## src/smcs_map.svh

```systemverilog
/*
 * Offsets, field positions, reset values and timing counts of the
 * stop-mode clock sequencer.
 * Assumes a 100 MHz core clock and an oscillator tick input that
 * pulses once for each oscillator cycle.
 */
`ifndef SMCS_MAP_SVH
`define SMCS_MAP_SVH

// Register byte addresses
`define SMCS_ADDR_CTRL    8'h00
`define SMCS_ADDR_STAT    8'h04

// Control field positions and reset value
`define SMCS_CTRL_PLL_CLOCK_SELECT  0
`define SMCS_CTRL_PSTOP   1
`define SMCS_CTRL_WDT     2
`define SMCS_CTRL_TICK    3
`define SMCS_CTRL_CME     4
`define SMCS_CTRL_SELF_CLOCK_MODE_ENABLE    5
`define SMCS_CTRL_SELFCLOCK_IRQ_ENABLE   6
`define SMCS_CTRL_RST     7'h30

// Status field positions
`define SMCS_STAT_FLAG    0
`define SMCS_STAT_SCM     1
`define SMCS_STAT_STOP    2
`define SMCS_STAT_QC      3

// Clock enables out of reset: all on, regulator at full power
`define SMCS_CLK_RST      7'h7e

// Quality check: oscillator cycles for a pass
`define SMCS_QC_OSC_CYC   13'h1000
// Check windows after full stop, and core cycles per window
`define SMCS_CHK_WIN_MAX  6'h32
`define SMCS_CHK_WIN_CYC  8'h20

`endif

```

## src/smcs_pkg.sv

```systemverilog
/*
 * Types of the stop-mode clock sequencer.
 * Assumes smcs_map.svh holds all numeric constants.
 */
package smcs_pkg;

    typedef enum logic [2:0] {
        ST_RUN,
        ST_CLR_SEL,
        ST_PLL_OFF,
        ST_CORE_OFF,
        ST_SYS_OFF,
        ST_STOP,
        ST_CHK
    } smcs_state_e;

    typedef struct packed {
        logic selfclock_irq_enable;
        logic self_clock_mode_enable;
        logic clock_monitor_enable;
        logic tick_en;
        logic wdt_en;
        logic pstop;
        logic pll_sel;
    } smcs_cfg_s;

    typedef struct packed {
        logic osc_en;
        logic pll_en;
        logic core_en;
        logic sys_en;
        logic wdt_en;
        logic tick_en;
        logic voltage_regulator_low;
    } smcs_clk_s;

endpackage

```

## src/smcs_top.sv

```systemverilog
/*
 * Stop-mode clock sequencer: shuts clocks down in order on a stop
 * request, handles pseudo-stop and full stop, clock loss, the
 * quality checker and wake-up.
 * Assumes all inputs are synchronous to core_clk and that osc_tick
 * pulses once per oscillator cycle while the oscillator runs.
 */
// Strobed register access and the register addresses were decided locally.
// Contract
// - In stop, gate clocks per settings; oscillator off unless pseudo-stop.
// - Counters and dividers freeze in stop and are not reinitialised.
// - In pseudo-stop, tick and watchdog keep running when enabled.
// - On stop entry, ask regulator and others for low power.
// - Clear PLL select, then PLL off, core off, system off, stop.
// - Pseudo-stop from self-clock keeps checking, PLL and regulator on.
// - Full stop from self-clock aborts check; full window check on exit.
// - External reset restores config asynchronously and starts reset.
// - Monitor on, self-clock off: loss in pseudo-stop gives monitor reset.
// - Self-clock interrupt on: loss raises flag, enters self-clock, wakes.
// - Self-clock interrupt off: loss sets flag but does not wake.
// - Other wake-up resumes at once on oscillator, PLL select cleared.
// - Monitor off: clock loss in pseudo-stop causes no action.
// - Loss with self-clock on: PLL, regulator on, check, set flag.
// - Recovery passes after 4096 oscillator cycles; PLL, regulator off.
// - After recovery, wake-up or reset exits on oscillator clock.
// - Not recovered at wake: exit in self-clock, keep checking.
// - Full stop wake runs at most fifty check windows first.
// - Clock monitor is disabled during full stop.
`timescale 1ns/1ps
`include "smcs_map.svh"

module smcs_top (
    // Clock and reset
    input  wire logic               core_clk,
    input  wire logic               rst_b,
    // Register port
    input  wire logic [7:0]         reg_addr,
    input  wire logic [7:0]         reg_wdata,
    input  wire logic               reg_wr,
    input  wire logic               reg_rd,
    output logic [7:0]              reg_rdata,
    // Core and wake-up sources
    input  wire logic               stop_req,
    input  wire logic               wake_irq,
    input  wire logic               ext_reset_b,
    // Oscillator monitor
    input  wire logic               osc_tick,
    input  wire logic               clock_loss,
    // Clock and power control
    output smcs_pkg::smcs_clk_s     clk_ctl,
    output logic                    pll_clock_select,
    output logic                    self_clock_mode,
    output logic                    selfclock_irq,
    output logic                    stop_active,
    output logic                    clock_monitor_reset,
    output logic                    reset_gen_start
);

    ////////////////////////////////////////////////////////////////////
    // Declarations

    smcs_pkg::smcs_state_e  state_q;
    smcs_pkg::smcs_cfg_s    cfg_q;
    smcs_pkg::smcs_clk_s    clk_d;
    smcs_pkg::smcs_clk_s    clk_q;
    logic                   full_q;
    logic                   rst_pend_q;
    logic                   scm_q;
    logic                   qc_q;
    logic                   flag_q;
    logic                   irq_q;
    logic                   stop_q;
    logic                   cmr_q;
    logic                   rgs_q;
    logic [12:0]            osc_cnt_q;
    logic [5:0]             win_cnt_q;
    logic [7:0]             win_cyc_q;
    logic [7:0]             rdata_q;
    logic                   cfg_rst_b;
    logic                   in_stop;
    logic                   cm_live;
    logic                   loss_evt;
    logic                   qc_pass;
    logic                   win_end;
    logic                   win_last;
    logic                   chk_pass;
    logic                   chk_tmo;
    logic                   wr_ctrl;
    logic                   wr_stat;

    ////////////////////////////////////////////////////////////////////
    // Event decode

    assign in_stop  = (state_q == smcs_pkg::ST_STOP);
    assign cfg_rst_b = rst_b & ext_reset_b;
    assign cm_live  = cfg_q.clock_monitor_enable & ~(in_stop & full_q);
    assign loss_evt = cm_live & clock_loss & ~scm_q;
    assign qc_pass  = qc_q & osc_tick & ~clock_loss &
                      (osc_cnt_q == `SMCS_QC_OSC_CYC - 13'h0001);
    assign win_end  = (state_q == smcs_pkg::ST_CHK) &
                      (win_cyc_q == `SMCS_CHK_WIN_CYC - 8'h01);
    assign win_last = (win_cnt_q == `SMCS_CHK_WIN_MAX - 6'h01);
    assign chk_pass = win_end & ~clock_loss;
    assign chk_tmo  = win_end & clock_loss & win_last;
    assign wr_ctrl  = reg_wr & (reg_addr == `SMCS_ADDR_CTRL);
    assign wr_stat  = reg_wr & (reg_addr == `SMCS_ADDR_STAT);

    ////////////////////////////////////////////////////////////////////
    // Configuration, reset asynchronously by either reset

    always_ff @(posedge core_clk or negedge cfg_rst_b) begin
        if (!cfg_rst_b) begin
            cfg_q <= `SMCS_CTRL_RST;
        end else if (state_q == smcs_pkg::ST_CLR_SEL) begin
            cfg_q.pll_sel <= 1'b0;
        end else if (wr_ctrl) begin
            cfg_q <= reg_wdata[6:0];
        end
    end

    ////////////////////////////////////////////////////////////////////
    // Sequencer

    always_ff @(posedge core_clk or negedge rst_b) begin
        if (!rst_b) begin
            state_q <= smcs_pkg::ST_RUN;
        end else begin
            case (state_q)
                smcs_pkg::ST_RUN: begin
                    if (stop_req) begin
                        state_q <= smcs_pkg::ST_CLR_SEL;
                    end
                end
                smcs_pkg::ST_CLR_SEL:
                    state_q <= smcs_pkg::ST_PLL_OFF;
                smcs_pkg::ST_PLL_OFF:
                    state_q <= smcs_pkg::ST_CORE_OFF;
                smcs_pkg::ST_CORE_OFF:
                    state_q <= smcs_pkg::ST_SYS_OFF;
                smcs_pkg::ST_SYS_OFF:
                    state_q <= smcs_pkg::ST_STOP;
                smcs_pkg::ST_STOP: begin
                    if (full_q) begin
                        if (wake_irq || !ext_reset_b) begin
                            state_q <= smcs_pkg::ST_CHK;
                        end
                    end else if (loss_evt && !cfg_q.self_clock_mode_enable) begin
                        state_q <= smcs_pkg::ST_RUN;
                    end else if (loss_evt && cfg_q.selfclock_irq_enable) begin
                        state_q <= smcs_pkg::ST_RUN;
                    end else if (wake_irq || !ext_reset_b) begin
                        state_q <= smcs_pkg::ST_RUN;
                    end
                end
                smcs_pkg::ST_CHK: begin
                    if (chk_pass || chk_tmo) begin
                        state_q <= smcs_pkg::ST_RUN;
                    end
                end
                default:
                    state_q <= smcs_pkg::ST_RUN;
            endcase
        end
    end

    // Mode is latched at entry; an external reset may clear the select
    always_ff @(posedge core_clk or negedge rst_b) begin
        if (!rst_b) begin
            full_q <= 1'b0;
        end else if (state_q == smcs_pkg::ST_CLR_SEL) begin
            full_q <= ~cfg_q.pstop;
        end
    end

    // A reset taken during full stop waits for the window check
    always_ff @(posedge core_clk or negedge rst_b) begin
        if (!rst_b) begin
            rst_pend_q <= 1'b0;
        end else if (in_stop && full_q && !ext_reset_b) begin
            rst_pend_q <= 1'b1;
        end else if (state_q == smcs_pkg::ST_RUN) begin
            rst_pend_q <= 1'b0;
        end
    end

    ////////////////////////////////////////////////////////////////////
    // Window counters for the full stop exit check

    always_ff @(posedge core_clk or negedge rst_b) begin
        if (!rst_b) begin
            win_cyc_q <= 8'h00;
            win_cnt_q <= 6'h00;
        end else if (state_q != smcs_pkg::ST_CHK) begin
            win_cyc_q <= 8'h00;
            win_cnt_q <= 6'h00;
        end else if (win_end) begin
            win_cyc_q <= 8'h00;
            win_cnt_q <= win_last ? win_cnt_q : win_cnt_q + 6'h01;
        end else begin
            win_cyc_q <= win_cyc_q + 8'h01;
        end
    end

    ////////////////////////////////////////////////////////////////////
    // Self-clock mode and quality checker

    always_ff @(posedge core_clk or negedge rst_b) begin
        if (!rst_b) begin
            scm_q <= 1'b0;
        end else if ((loss_evt && cfg_q.self_clock_mode_enable) ||
                     (chk_tmo && cfg_q.self_clock_mode_enable)) begin
            scm_q <= 1'b1;
        end else if (qc_pass || chk_pass) begin
            scm_q <= 1'b0;
        end
    end

    always_ff @(posedge core_clk or negedge rst_b) begin
        if (!rst_b) begin
            qc_q <= 1'b0;
        end else if ((loss_evt && cfg_q.self_clock_mode_enable) ||
                     (chk_tmo && cfg_q.self_clock_mode_enable)) begin
            qc_q <= 1'b1;
        end else if (state_q == smcs_pkg::ST_CLR_SEL && !cfg_q.pstop) begin
            qc_q <= 1'b0;
        end else if (state_q == smcs_pkg::ST_CHK && scm_q) begin
            qc_q <= 1'b0;
        end else if (qc_pass) begin
            qc_q <= 1'b0;
        end
    end

    // Counts oscillator cycles; any loss restarts the count
    always_ff @(posedge core_clk or negedge rst_b) begin
        if (!rst_b) begin
            osc_cnt_q <= 13'h0000;
        end else if (!qc_q || clock_loss || qc_pass) begin
            osc_cnt_q <= 13'h0000;
        end else if (osc_tick) begin
            osc_cnt_q <= osc_cnt_q + 13'h0001;
        end
    end

    ////////////////////////////////////////////////////////////////////
    // Self-clock flag: a loss in the clear cycle still sets it

    always_ff @(posedge core_clk or negedge rst_b) begin
        if (!rst_b) begin
            flag_q <= 1'b0;
        end else if (loss_evt && cfg_q.self_clock_mode_enable) begin
            flag_q <= 1'b1;
        end else if (wr_stat && reg_wdata[`SMCS_STAT_FLAG]) begin
            flag_q <= 1'b0;
        end
    end

    ////////////////////////////////////////////////////////////////////
    // Clock gating

    always_comb begin
        clk_d = '0;
        clk_d.sys_en  = (state_q == smcs_pkg::ST_RUN) ||
                        (state_q == smcs_pkg::ST_CLR_SEL) ||
                        (state_q == smcs_pkg::ST_PLL_OFF) ||
                        (state_q == smcs_pkg::ST_CORE_OFF);
        clk_d.core_en = (state_q == smcs_pkg::ST_RUN) ||
                        (state_q == smcs_pkg::ST_CLR_SEL) ||
                        (state_q == smcs_pkg::ST_PLL_OFF);
        clk_d.pll_en  = scm_q || (state_q == smcs_pkg::ST_RUN) ||
                        (state_q == smcs_pkg::ST_CLR_SEL);
        clk_d.osc_en  = !(in_stop && full_q);
        clk_d.wdt_en  = clk_d.sys_en ||
                        (in_stop && !full_q && cfg_q.wdt_en);
        clk_d.tick_en = clk_d.sys_en ||
                        (in_stop && !full_q && cfg_q.tick_en);
        clk_d.voltage_regulator_low = in_stop && !scm_q;
    end

    always_ff @(posedge core_clk or negedge rst_b) begin
        if (!rst_b) begin
            clk_q <= `SMCS_CLK_RST;
        end else begin
            clk_q <= clk_d;
        end
    end

    ////////////////////////////////////////////////////////////////////
    // Status outputs and reset requests

    always_ff @(posedge core_clk or negedge rst_b) begin
        if (!rst_b) begin
            stop_q <= 1'b0;
        end else begin
            stop_q <= in_stop && !clk_q.sys_en;
        end
    end

    always_ff @(posedge core_clk or negedge rst_b) begin
        if (!rst_b) begin
            cmr_q <= 1'b0;
            rgs_q <= 1'b0;
        end else begin
            cmr_q <= (in_stop && !full_q && loss_evt && !cfg_q.self_clock_mode_enable) ||
                     (chk_tmo && !cfg_q.self_clock_mode_enable);
            rgs_q <= (in_stop && !full_q && !ext_reset_b) ||
                     ((chk_pass || chk_tmo) && rst_pend_q) ||
                     (in_stop && !full_q && loss_evt && !cfg_q.self_clock_mode_enable) ||
                     (chk_tmo && !cfg_q.self_clock_mode_enable);
        end
    end

    always_ff @(posedge core_clk or negedge rst_b) begin
        if (!rst_b) begin
            irq_q <= 1'b0;
        end else begin
            irq_q <= flag_q && cfg_q.selfclock_irq_enable;
        end
    end

    ////////////////////////////////////////////////////////////////////
    // Register read

    always_ff @(posedge core_clk or negedge rst_b) begin
        if (!rst_b) begin
            rdata_q <= 8'h00;
        end else if (reg_rd && reg_addr == `SMCS_ADDR_CTRL) begin
            rdata_q <= {1'b0, cfg_q};
        end else if (reg_rd && reg_addr == `SMCS_ADDR_STAT) begin
            rdata_q <= {4'h0, qc_q, stop_q, scm_q, flag_q};
        end else begin
            rdata_q <= 8'h00;
        end
    end

    assign reg_rdata           = rdata_q;
    assign clk_ctl             = clk_q;
    assign pll_clock_select    = cfg_q.pll_sel;
    assign self_clock_mode     = scm_q;
    assign selfclock_irq       = irq_q;
    assign stop_active         = stop_q;
    assign clock_monitor_reset = cmr_q;
    assign reset_gen_start     = rgs_q;
endmodule

```

## config.mk

```make
export PLATFORM = sky130hd
export DESIGN_NAME = smcs_top
export DESIGN_NICKNAME = d
export VERILOG_FILES = /design/src/smcs_pkg.sv /design/src/smcs_top.sv
export VERILOG_INCLUDE_DIRS = /design/src
export SDC_FILE = /design/constraint.sdc
export NUM_CORES = 1
export LEC_CHECK = 0
export ABC_AREA = 1
export BUFFER_PORTS_ARGS = -buffer_cell sky130_fd_sc_hd__buf_2
export CAP_MARGIN = 10
export CORE_ASPECT_RATIO = 1.25
export CORE_UTILIZATION = 40
export DETAILED_ROUTE_END_ITERATION = 8
export MAX_ROUTING_LAYER = met4
export PLACE_DENSITY = 0.63
export SLEW_MARGIN = 20
export SYNTH_ARGS = -nofsm -noshare
export SYNTH_HDL_FRONTEND = slang
export SYNTH_SLANG_ARGS = --single-unit
export TNS_END_PERCENT = 30
```

## constraint.sdc

```tcl
create_clock -name core_clk -period 2.4 [get_ports core_clk]
set_clock_uncertainty 0.1 [all_clocks]
set_input_delay 0.12 -clock core_clk [delete_from_list [all_inputs] [get_ports core_clk]]
set_output_delay 0.12 -clock core_clk [all_outputs]
set_load 0.005 [all_outputs]
```

==> results of run 1 <==
[sequential cells by signal, summed over array words and instances (netlist names)]
register	count
self_clock_mode	1
win_cnt_q	6
rst_pend_q	1
full_q	1
osc_cnt_q	13
stop_active	1
state_q	3
win_cyc_q	8
cfg_q	6
selfclock_irq	1
pll_clock_select	1
clk_ctl	7
reset_gen_start	1
flag_q	1
reg_rdata	7
clock_monitor_reset	1
qc_q	1
[final cells by class]
| type | count | area (sq um) |
|---|---|---|
| Tap cell | 90 | 113 |
| Clock inverter | 4 | 72.6 |
| Fill cell | 658 | 3380 |
| Timing Repair Buffer | 62 | 400 |
| Sequential cell | 60 | 1510 |
| Multi-Input combinational cell | 218 | 1140 |
| Inverter | 44 | 168 |
| Clock buffer | 12 | 155 |
[logic make-up (layout without fill, tap and decap cells)]
kind of cell | count (synthesis) | after routing | share of synthesized area (%)
xor gates and xnor gates | 10 | 10 | 3.06
and+or+nand+nor | 157 | 157 | 26.1
DFF | 60 | 60 | 52.8
AOI/OAI and AO/OA | 46 | 46 | 8.79
adders and majority gates | 4 | 4 | 1.75
other | 1 | 1 | 0.131
buffers and inverters | 49 | 122 | 7.35
[worst min-delay path, cell delays in order]
cell     delay (ps)
buf_2           110
inv_2            60
nand2_1          60
nand3_1          70
nand2_1          60
[stage by stage]
step	power, mW	hold slack, ps	instance area [sq um]
floorplan	1.52	-276	2860
global placement	1.67	57.3	3160
detailed placement	1.67	56.6	3160
CTS	2.74	69.8	3560
global route	2.85	110	3560
finish	2.72	78.6	3560
[metal layers]
layer	global-route usage, %	part of all wire, %
met5	-	0
met4	9.43	1.9
met3	3.66	2.8
met2	30.4	50
met1	21.9	45
[where the power goes]
part	switching (mW)	leakage [nW]	total, mW	internal, mW
sequential	0.0879	0.774	1.22	1.13
clock	0.406	0.113	1.05	0.640
combinational	0.285	0.792	0.450	0.165
[what timing repair did]
action / in CTS / in global routing
hold endpoints to repair: 39 / 0
gates resized for setup: 0 / 0
hold buffers: 17 / 0
[worst paths after layout]
check | endpoint | cells past startpoint | from | slack (ps)
min in group asynchronous | full_q | 2 | rst_b | 220
max in group asynchronous | cfg_q[4] | 4 | rst_b | 1220
min reg2reg | win_cyc_q[0] | 1 | win_cyc_q[0] | 360
min | self_clock_mode | 5 | clock_loss | 80
max | osc_cnt_q[12] | 6 | osc_cnt_q[0] | 450
max reg2reg | osc_cnt_q[12] | 6 | osc_cnt_q[0] | 450
[cell usage in the layout, fill, tap and decap left out, types with 5 or more instances in the layout]
| cell | instances |
|---|---|
| dfstp_2 | 8 |
| nand3_1 | 19 |
| nand2_1 | 61 |
| dfrtp_1 | 52 |
| nor2_1 | 45 |
| a21oi_1 | 16 |
| inv_1 | 35 |
| xnor2_1 | 5 |
| inv_2 | 8 |
| buf_2 | 43 |
| o21ai_1 | 14 |
| xor2_1 | 5 |
| dlygate4sd3_1 | 17 |
| o21ai_0 | 10 |
| clkbuf_8 | 11 |
==> results.yml, run 1 <==
status:
  outcome: "finished clean"
clock_network:
  cts_sinks: 60
  htreeDepth: 3
  cts_buffers: 9
  ctsRootBufferMaster: "clkbuf_8"
  clock_path_buffers: 2
  cts_tree: "yes"
  clock_latency_ps: 340
  clkTransAtPathRegs_ps: 70
  cts_setup_buffers: 0
floorplan:
  start_util_pct: 41.2
  dieHeight_microns: 96.5
  die_area_sq_um: 7490
  coreArea_sq_um: 6930
  io_pins: 46
  fp-row-count: 34
  die_x_microns: 77.6
placed_design:
  dpl_worst_slack_ps: 759
  post-place-cells: 457
  port_buffers: 43
  globalplace.congestion: 0.826
  hpwl_microns: 4330
setup_path:
  worstPathArrival_ps: 2070
  cpPeakStageDelay_ps: 550
  cp.required_ps: 2530
  cpMaxStageDelayCell: "dlygate4sd3_1"
  crit_type: "reg -> reg"
  end_kind: "flip-flop"
  crit_fanout: 3
  start_kind: "flip-flop"
  cpLargestDelayFamily: "buffers and inverters"
  path_cells: "ha_1, nand3_1, nor3_2, and2_1, a21oi_1, dlygate4sd3_1"
  path_buf_inv: 1
global_route:
  grt_usage_pct: 18.5
  grt_pass1_vias: 2284
  grt_max_degree: 27
  overflow: 0
  antenna_found_initial: 0
  grt_pass1_wl_microns: 10300
timing:
  fmax_mhz: 514
  hold_violations: 0
  setup_ws_ps: 454
  tightest_slew_ps: 611
  tns_ps: 0
  setup_viol_count_final: 0
  period_minus_slack_ps: 1950
  relSlewSlack_pct: 59.3
  grt_setup_unrepaired: "false"
  fin_crit_sh_pct: 81.1
  final-max-slew-violation-count: 0
cells_and_area:
  area_delta_synth_final_pct: 24.4
  stdcell_count: 490
  nets: 424
  final_util_pct: 51.3
  antenna_cells: 0
  layout-drive-gt1-share_pct: 24.5
logic_synthesis:
  seq_area_frac_synth_pct: 52.8
  ys_async_sr_fraction_pct: 100
  yosys-top-cells-count: "nand2_1 (61), dfrtp_1 (52), nor2_1 (45)"
  synth_area_sq_um: 2860
  post-synth-top-area-fraction_pct: 45.5
  ys_seq_elements: 60
  synth_top_area_cell: "dfrtp_1"
  yosys-top-cells-area: "dfrtp_1 (45%), nand2_1 (8.0%), dfstp_2 (7.3%)"
  postSynthCellCount: 327
  synth_edf_count: 0
  ys.flop_type: "dfrtp_1"
  ys.warnings.count: 0
  synth_most_common_cell: "nand2_1"
  avgSynthCellArea_sq_um: 8.75
  synth_cell_types: 36
  synth_nets: 356
route:
  vias_per_cell: 4.78
  drc: 0
  first_iter_violations: 119
  num_vias: 2340
  ant_nets: 0
  dr.pass1.iters: 4
  wl_microns: 6010
  avgRoutedWirePerCell_microns: 12.3
pwr:
  p_leak_nw: 1.68
  ir_drop_mv: 0.552
  powerDensity_nw_per_um2: 764
run:
  max_cap_violations: 0
min_path:
  hp-class: "in -> reg"
No activity file was read; power rests on OpenSTA's default activity.
==> run 2, diff against run 1 <==
==> constraint.sdc (replaced) <==
create_clock -name core_clk -period 1.8 [get_ports core_clk]
set_clock_uncertainty 0.1 [all_clocks]
set_input_delay 0.09 -clock core_clk [delete_from_list [all_inputs] [get_ports core_clk]]
set_output_delay 0.09 -clock core_clk [all_outputs]
set_load 0.005 [all_outputs]
==> run 2 against run 1 <==
Die area unchanged. Cell count up 0.20%. Cell area up 1.1%. Worst hold slack worse by 37 ps. Register-to-register slack worse by 290 ps. Clock-buffer cell count unchanged. Core utilization up 0.54 points. Sequential share of layout area down 0.44 points. Global-route usage up 0.12 points. Critical path type is now in -> reg.
==> results.yml, run 2 (synthesis results as in run 1) <==
setup_path:
  r2r-start: "win_cyc_q[0]"
  crit_fanout: 4
  path_cells: "buf_2, dlygate4sd3_1, nor4b_4, nand3_1, dlygate4sd3_1, nand2_1"
  crit_type: "in -> reg"
  cpMaxStageDelayCell: "dlygate4sd3_1"
  worst_path_most_repeated_cell: "dlygate4sd3_1"
  rrSetupSlack_ps: 160
  worstPathArrival_ps: 1900
  path_buf_inv: 3
  start_kind: "input pin"
  cpLargestDelayFamily: "buffers and inverters"
  cpPeakStageDelay_ps: 590
  end_kind: "flip-flop"
  r2r_cells: 8
  timing.rr.end: "win_cnt_q[3]"
  cp.required_ps: 2000
run:
  max_cap_violations: 0
clock_network:
  htreeDepth: 3
  cts_buffers: 9
  clkTransAtPathRegs_ps: 70
  cts_setup_buffers: 0
  clock_latency_ps: 350
  cts_tree: "yes"
  ctsRootBufferMaster: "clkbuf_8"
  clock_path_buffers: 2
  cts_sinks: 60
cells_and_area:
  nets: 425
  top_regs: "osc_cnt_q x13, win_cyc_q x8"
  final_cell_mix: "nand2_1 (61), dfrtp_1 (52), nor2_1 (45), buf_2 (43), inv_1 (35)"
  largest_reg_flops: 13
  final_common_cell: "nand2_1"
  fillerInstances: 636
  antenna_cells: 0
  layout-drive-gt1-share_pct: 24.4
  final_util_pct: 51.9
  area_delta_synth_final_pct: 25.7
  stdcell_count: 491
  register_area_sq_um: 1510
  multiInputGateArea_sq_um: 1150
  regMostFlops: "osc_cnt_q"
route:
  first_iter_violations: 80
  wl_microns: 6180
  num_vias: 2347
  vias_per_cell: 4.78
  ant_nets: 0
  dr.pass1.iters: 4
  drc: 0
  avgRoutedWirePerCell_microns: 12.6
global_route:
  grt_max_degree: 31
  overflow: 0
  grt_usage_pct: 18.6
  antenna_found_initial: 0
  grt_pass1_vias: 2265
  grt_pass1_wl_microns: 10200
floorplan:
  io_pins: 46
  dieHeight_microns: 96.5
  fp-row-count: 34
  coreArea_sq_um: 6930
  die_area_sq_um: 7490
  start_util_pct: 41.2
  die_x_microns: 77.6
timing:
  final-max-slew-violation-count: 0
  period_minus_slack_ps: 1700
  hold_violations: 0
  fin_crit_sh_pct: 94.6
  setup_viol_count_final: 0
  fmax_mhz: 587
  grt_setup_unrepaired: "true"
min_path:
  holdCritStartpoint: "wake_irq"
  hold_depth: 6
  hp-class: "in -> reg"
  min_to: "state_q[0]"
placed_design:
  post-place-cells: 458
  hpwl_microns: 4510
  port_buffers: 43
  globalplace.congestion: 0.806
pwr:
  p_leak_nw: 1.71
  powerDensity_nw_per_um2: 1040
  ir_drop_mv: 0.668
status:
  outcome: "finished clean"
[run 2: metrics by stage]
stage | hold slack (ps) | instance area (sq um) | total power [mW] | TNS, ps | setup WS [ps]
finish | 41.8 | 3600 | 3.73 | 0 | 96.9
global route | 49.0 | 3600 | 3.90 | -10.7 | -10.7
CTS | 35.3 | 3580 | 3.76 | 0 | 17.8
detailed placement | -101 | 3170 | 2.23 | 0 | 164
global placement | -106 | 3170 | 2.23 | 0 | 216
floorplan | -306 | 2860 | 2.03 | 0 | 347
[run 2: worst max-delay path by stage]
stage	start	to	slack, ps	cells after the start
6_report	reg_addr[3]	reg_rdata[0]	100	6
5_1_grt	osc_cnt_q[0]	qc_q	-10	7
4_1_cts	reg_addr[3]	reg_rdata[0]	20	6
3_5_place_dp	win_cyc_q[0]	win_cnt_q[3]	160	9
3_3_place_gp	win_cyc_q[0]	win_cnt_q[3]	220	8
2_1_floorplan	win_cyc_q[0]	win_cnt_q[3]	350	8
[run 2: where the power goes]
| group | switching [mW] | leakage [nW] | total [mW] | internal, mW |
|---|---|---|---|---|
| registers | 0.119 | 0.774 | 1.63 | 1.51 |
| logic | 0.380 | 0.818 | 0.608 | 0.228 |
| clock network | 0.537 | 0.117 | 1.50 | 0.959 |
[run 2: what timing repair did]
| action | CTS | global route |
|---|---|---|
| hold endpoints to repair | 72 | 0 |
| hold buffers | 17 | 0 |
| endpoints found under the setup margin | 0 | 3 |
| resized for setup | 0 | 2 |
[run 2: metal layers]
layer / GRT usage, % / share of wire, % / vias to the layer above
met1: 20.5 / 42 / 1121
li1: - / - / 1175
met4: 9.43 / 2.2 / 0
met3: 4.51 / 3.3 / 11
met2: 31.9 / 52 / 40
met5: - / 0 / -
[run 2: tightest hold or removal path: stages]
cell and delay, ps:
buf_2 70, inv_1 30, nand3_1 90, a21oi_2 50, inv_1 60, nand2_1 60
[run 2: final cells by class]
type	instances	area share, %
well taps	90	3.13
clock inverters	4	2.71
clock buffers	12	4.04
inverters	44	4.66
flip-flops and latches	60	42.0
repair buffers	63	11.3
multi-input cells	218	32.1
==> run 3, diff against run 2 <==
--- a/config.mk
+++ b/config.mk
@@ -6,7 +6,6 @@
 export SDC_FILE = /design/constraint.sdc
 export NUM_CORES = 1
 export LEC_CHECK = 0
-export ABC_AREA = 1
 export BUFFER_PORTS_ARGS = -buffer_cell sky130_fd_sc_hd__buf_2
 export CAP_MARGIN = 10
 export CORE_ASPECT_RATIO = 1.25
==> run 3 against run 2 <==
Clock power decreased by 9%. Via count shrank 5.5%. Combinational power up 8.7%. Setup slack got worse by 87 ps. Non-clock buffer count up 24. Critical path depth is 1 lower. Sequential power increased by 3%. First-iteration DRC count grew 2.5%. Clock-buffer cell count down 1. Sequential share of layout area is 0.51 points lower. Area after synthesis decreased by 3.1%. Flip-flop and latch count did not move. Critical endpoint is now self_clock_mode. Largest power group unchanged.
==> results.yml, run 3 <==
status:
  outcome: "finished clean"
pwr:
  powerDensity_nw_per_um2: 1020
  p_total_mw: 3.71
  combPwrFrac_pct: 17.8
  internal_power_mw: 2.69
  p_sw_share_pct: 27.4
  p_leak_nw: 1.70
  seqPwrFrac_pct: 45.3
  pwr-share-clk_pct: 36.8
  p_switching_mw: 1.01
  ir_drop_mv: 0.503
logic_synthesis:
  yosys-top-cells-area: "dfrtp_1 (47%), dfstp_2 (7.6%), nor2_1 (3.8%)"
  ys.warnings.count: 0
  postSynthCellCount: 261
  yosys-top-cells-count: "dfrtp_1 (52), nor2_1 (28), nand2_1 (18)"
  ys_async_sr_fraction_pct: 100
  synth_area_sq_um: 2770
  ys.flop_type: "dfrtp_1"
  synth_edf_count: 0
  synth_most_common_cell: "dfrtp_1"
  avgSynthCellArea_sq_um: 10.6
  synth_nets: 290
  synth_cell_types: 49
  ys_seq_elements: 60
  post-synth-top-area-fraction_pct: 47.0
  synth_top_area_cell: "dfrtp_1"
  seq_area_frac_synth_pct: 54.5
floorplan:
  coreArea_sq_um: 6650
  fp-row-count: 33
  dieHeight_microns: 95.1
  start_util_pct: 41.7
  io_pins: 46
  die_area_sq_um: 7270
  die_x_microns: 76.5
placed_design:
  post-place-cells: 412
  port_buffers: 43
  globalplace.congestion: 0.768
  placed_cell_area_sq_um: 3290
  hpwl_microns: 4370
route:
  first_iter_violations: 82
  dr.pass1.iters: 4
  drc: 0
  num_vias: 2219
  avgRoutedWirePerCell_microns: 13.6
  ant_nets: 0
  vias_per_cell: 5.03
  wl_microns: 5990
clock_network:
  ctsRootBufferMaster: "clkbuf_8"
  clock_path_buffers: 2
  clkTransAtPathRegs_ps: 70
  clock_latency_ps: 340
  cts_tree: "yes"
  htreeDepth: 3
  cts_sinks: 60
  cts_buffers: 9
timing:
  grt_setup_unrepaired: "true"
  tns_ps: 0
  hold_violations: 0
  fmax_mhz: 559
  period_minus_slack_ps: 1790
  fin_crit_sh_pct: 99.5
  setup_viol_count_final: 0
  final-max-slew-violation-count: 0
cells_and_area:
  top_regs: "osc_cnt_q x13, win_cyc_q x8"
  final_common_cell: "dfrtp_1"
  antenna_cells: 0
  layout-drive-gt1-share_pct: 31.4
  regMostFlops: "osc_cnt_q"
  largest_reg_flops: 13
  register_area_sq_um: 1510
  area_delta_synth_final_pct: 31.3
  stdcell_count: 441
  stdcell_area_sq_um: 3640
  nets: 378
  final_cell_mix: "dfrtp_1 (52), buf_2 (43), buf_4 (32), nor2_1 (28), nand2_1 (17)"
  multiInputGateArea_sq_um: 1190
  fillerInstances: 596
global_route:
  grt_pass1_wl_microns: 10100
  grt_usage_pct: 19.0
  grt_max_degree: 30
  overflow: 0
  antenna_found_initial: 0
  grt_pass1_vias: 2196
setup_path:
  cp.required_ps: 1930
  crit_type: "reg -> reg"
  crit_fanout: 4
  worstPathArrival_ps: 1920
  start_kind: "flip-flop"
  cpMaxStageDelayCell: "or4_4"
  cpLargestDelayFamily: "simple AND/OR/NAND/NOR gates"
  path_buf_inv: 0
  cpPeakStageDelay_ps: 430
  path_cells: "ha_2, nand2_2, or4_4, or3_1, a31o_1"
  end_kind: "flip-flop"
run:
  max_cap_violations: 0
min_path:
  hp-class: "in -> reg"
## run 3: cell count changes after synthesis, moves of 14 or more
cell and change:
inv_1 -28, nand2_1 -43, nand3_1 -14, nor2_1 -17, o21ai_1 -14
## run 3: power by group through the flow
stage                     combinational (mW)  clock (mW)  sequential [mW]
final                                  0.661        1.37             1.68
after global routing                   0.749        1.45             1.71
after CTS                              0.675        1.39             1.68
after detailed placement               0.653           0             1.70
after global placement                 0.645           0             1.70
after floorplan                        0.395           0             1.66
## run 3: cell families after synthesis
group | count (synthesis) | share of synthesized area, %
fa+ha+maj | 4 | 1.81
buf+inv | 17 | 2.66
simple gates | 118 | 23.2
other cells | 1 | 0.135
mux | 8 | 3.16
xor+xnor | 19 | 6.00
compound gates | 34 | 8.53
flops | 60 | 54.5
## run 3: worst paths after layout
path / start / end / slack, ps / cells after the start
hold reg to reg: cfg_q[2] / clk_ctl[2] / 390 / 2
hold / removal: osc_tick / osc_cnt_q[0] / 20 / 3
setup / recovery: osc_cnt_q[0] / self_clock_mode / 10 / 5
max in group asynchronous: rst_b / clk_ctl[6] / 1060 / 3
setup reg to reg: osc_cnt_q[0] / self_clock_mode / 10 / 5
min in group asynchronous: rst_b / stop_active / 190 / 3
## run 3: final cells by class
type	count	area share, %
Sequential cell	60	41.5
Multi-Input combinational cell	184	32.7
Timing Repair Buffer	87	15.8
Clock buffer	11	3.88
Tap cell	87	2.99
Clock inverter	5	2.34
Inverter	7	0.722
## run 3: worst register-to-register path, delay by kind of cell, from the launching register on
kind	cells	cell delay (ps)
flops	1	370
fa+ha+maj	1	200
simple gates	3	800
compound gates	1	200
## run 3: timing repair
item                                    CTS  global route
setup buffers                             0             1
cloned                                    0             0
gates resized for setup                   0             0
hold endpoints to repair                 69             0
pin swaps                                 2             1
hold buffers                             12             0
endpoints found under the setup margin    1            12
## run 3: metrics by stage
stage	utilization, %	hold slack (ps)	worst slack [ps]
3_5_place_dp	49.4	33.9	-5.45
4_1_cts	54.6	11.4	-4.16
5_1_grt	54.8	23.0	-61.5
2_1_floorplan	-	-306	-17.7
6_report	54.8	24.8	9.80
3_3_place_gp	49.4	23.9	28.1
## run 3: layer usage
| layer | GRT usage [%] | part of all wire (%) | vias up |
|---|---|---|---|
| met2 | 32.1 | 49 | 60 |
| met1 | 21.3 | 45 | 1049 |
| met3 | 3.54 | 4.2 | 10 |
| met4 | 10.6 | 2.1 | 0 |
| met5 | - | 0 | - |
| li1 | - | - | 1100 |
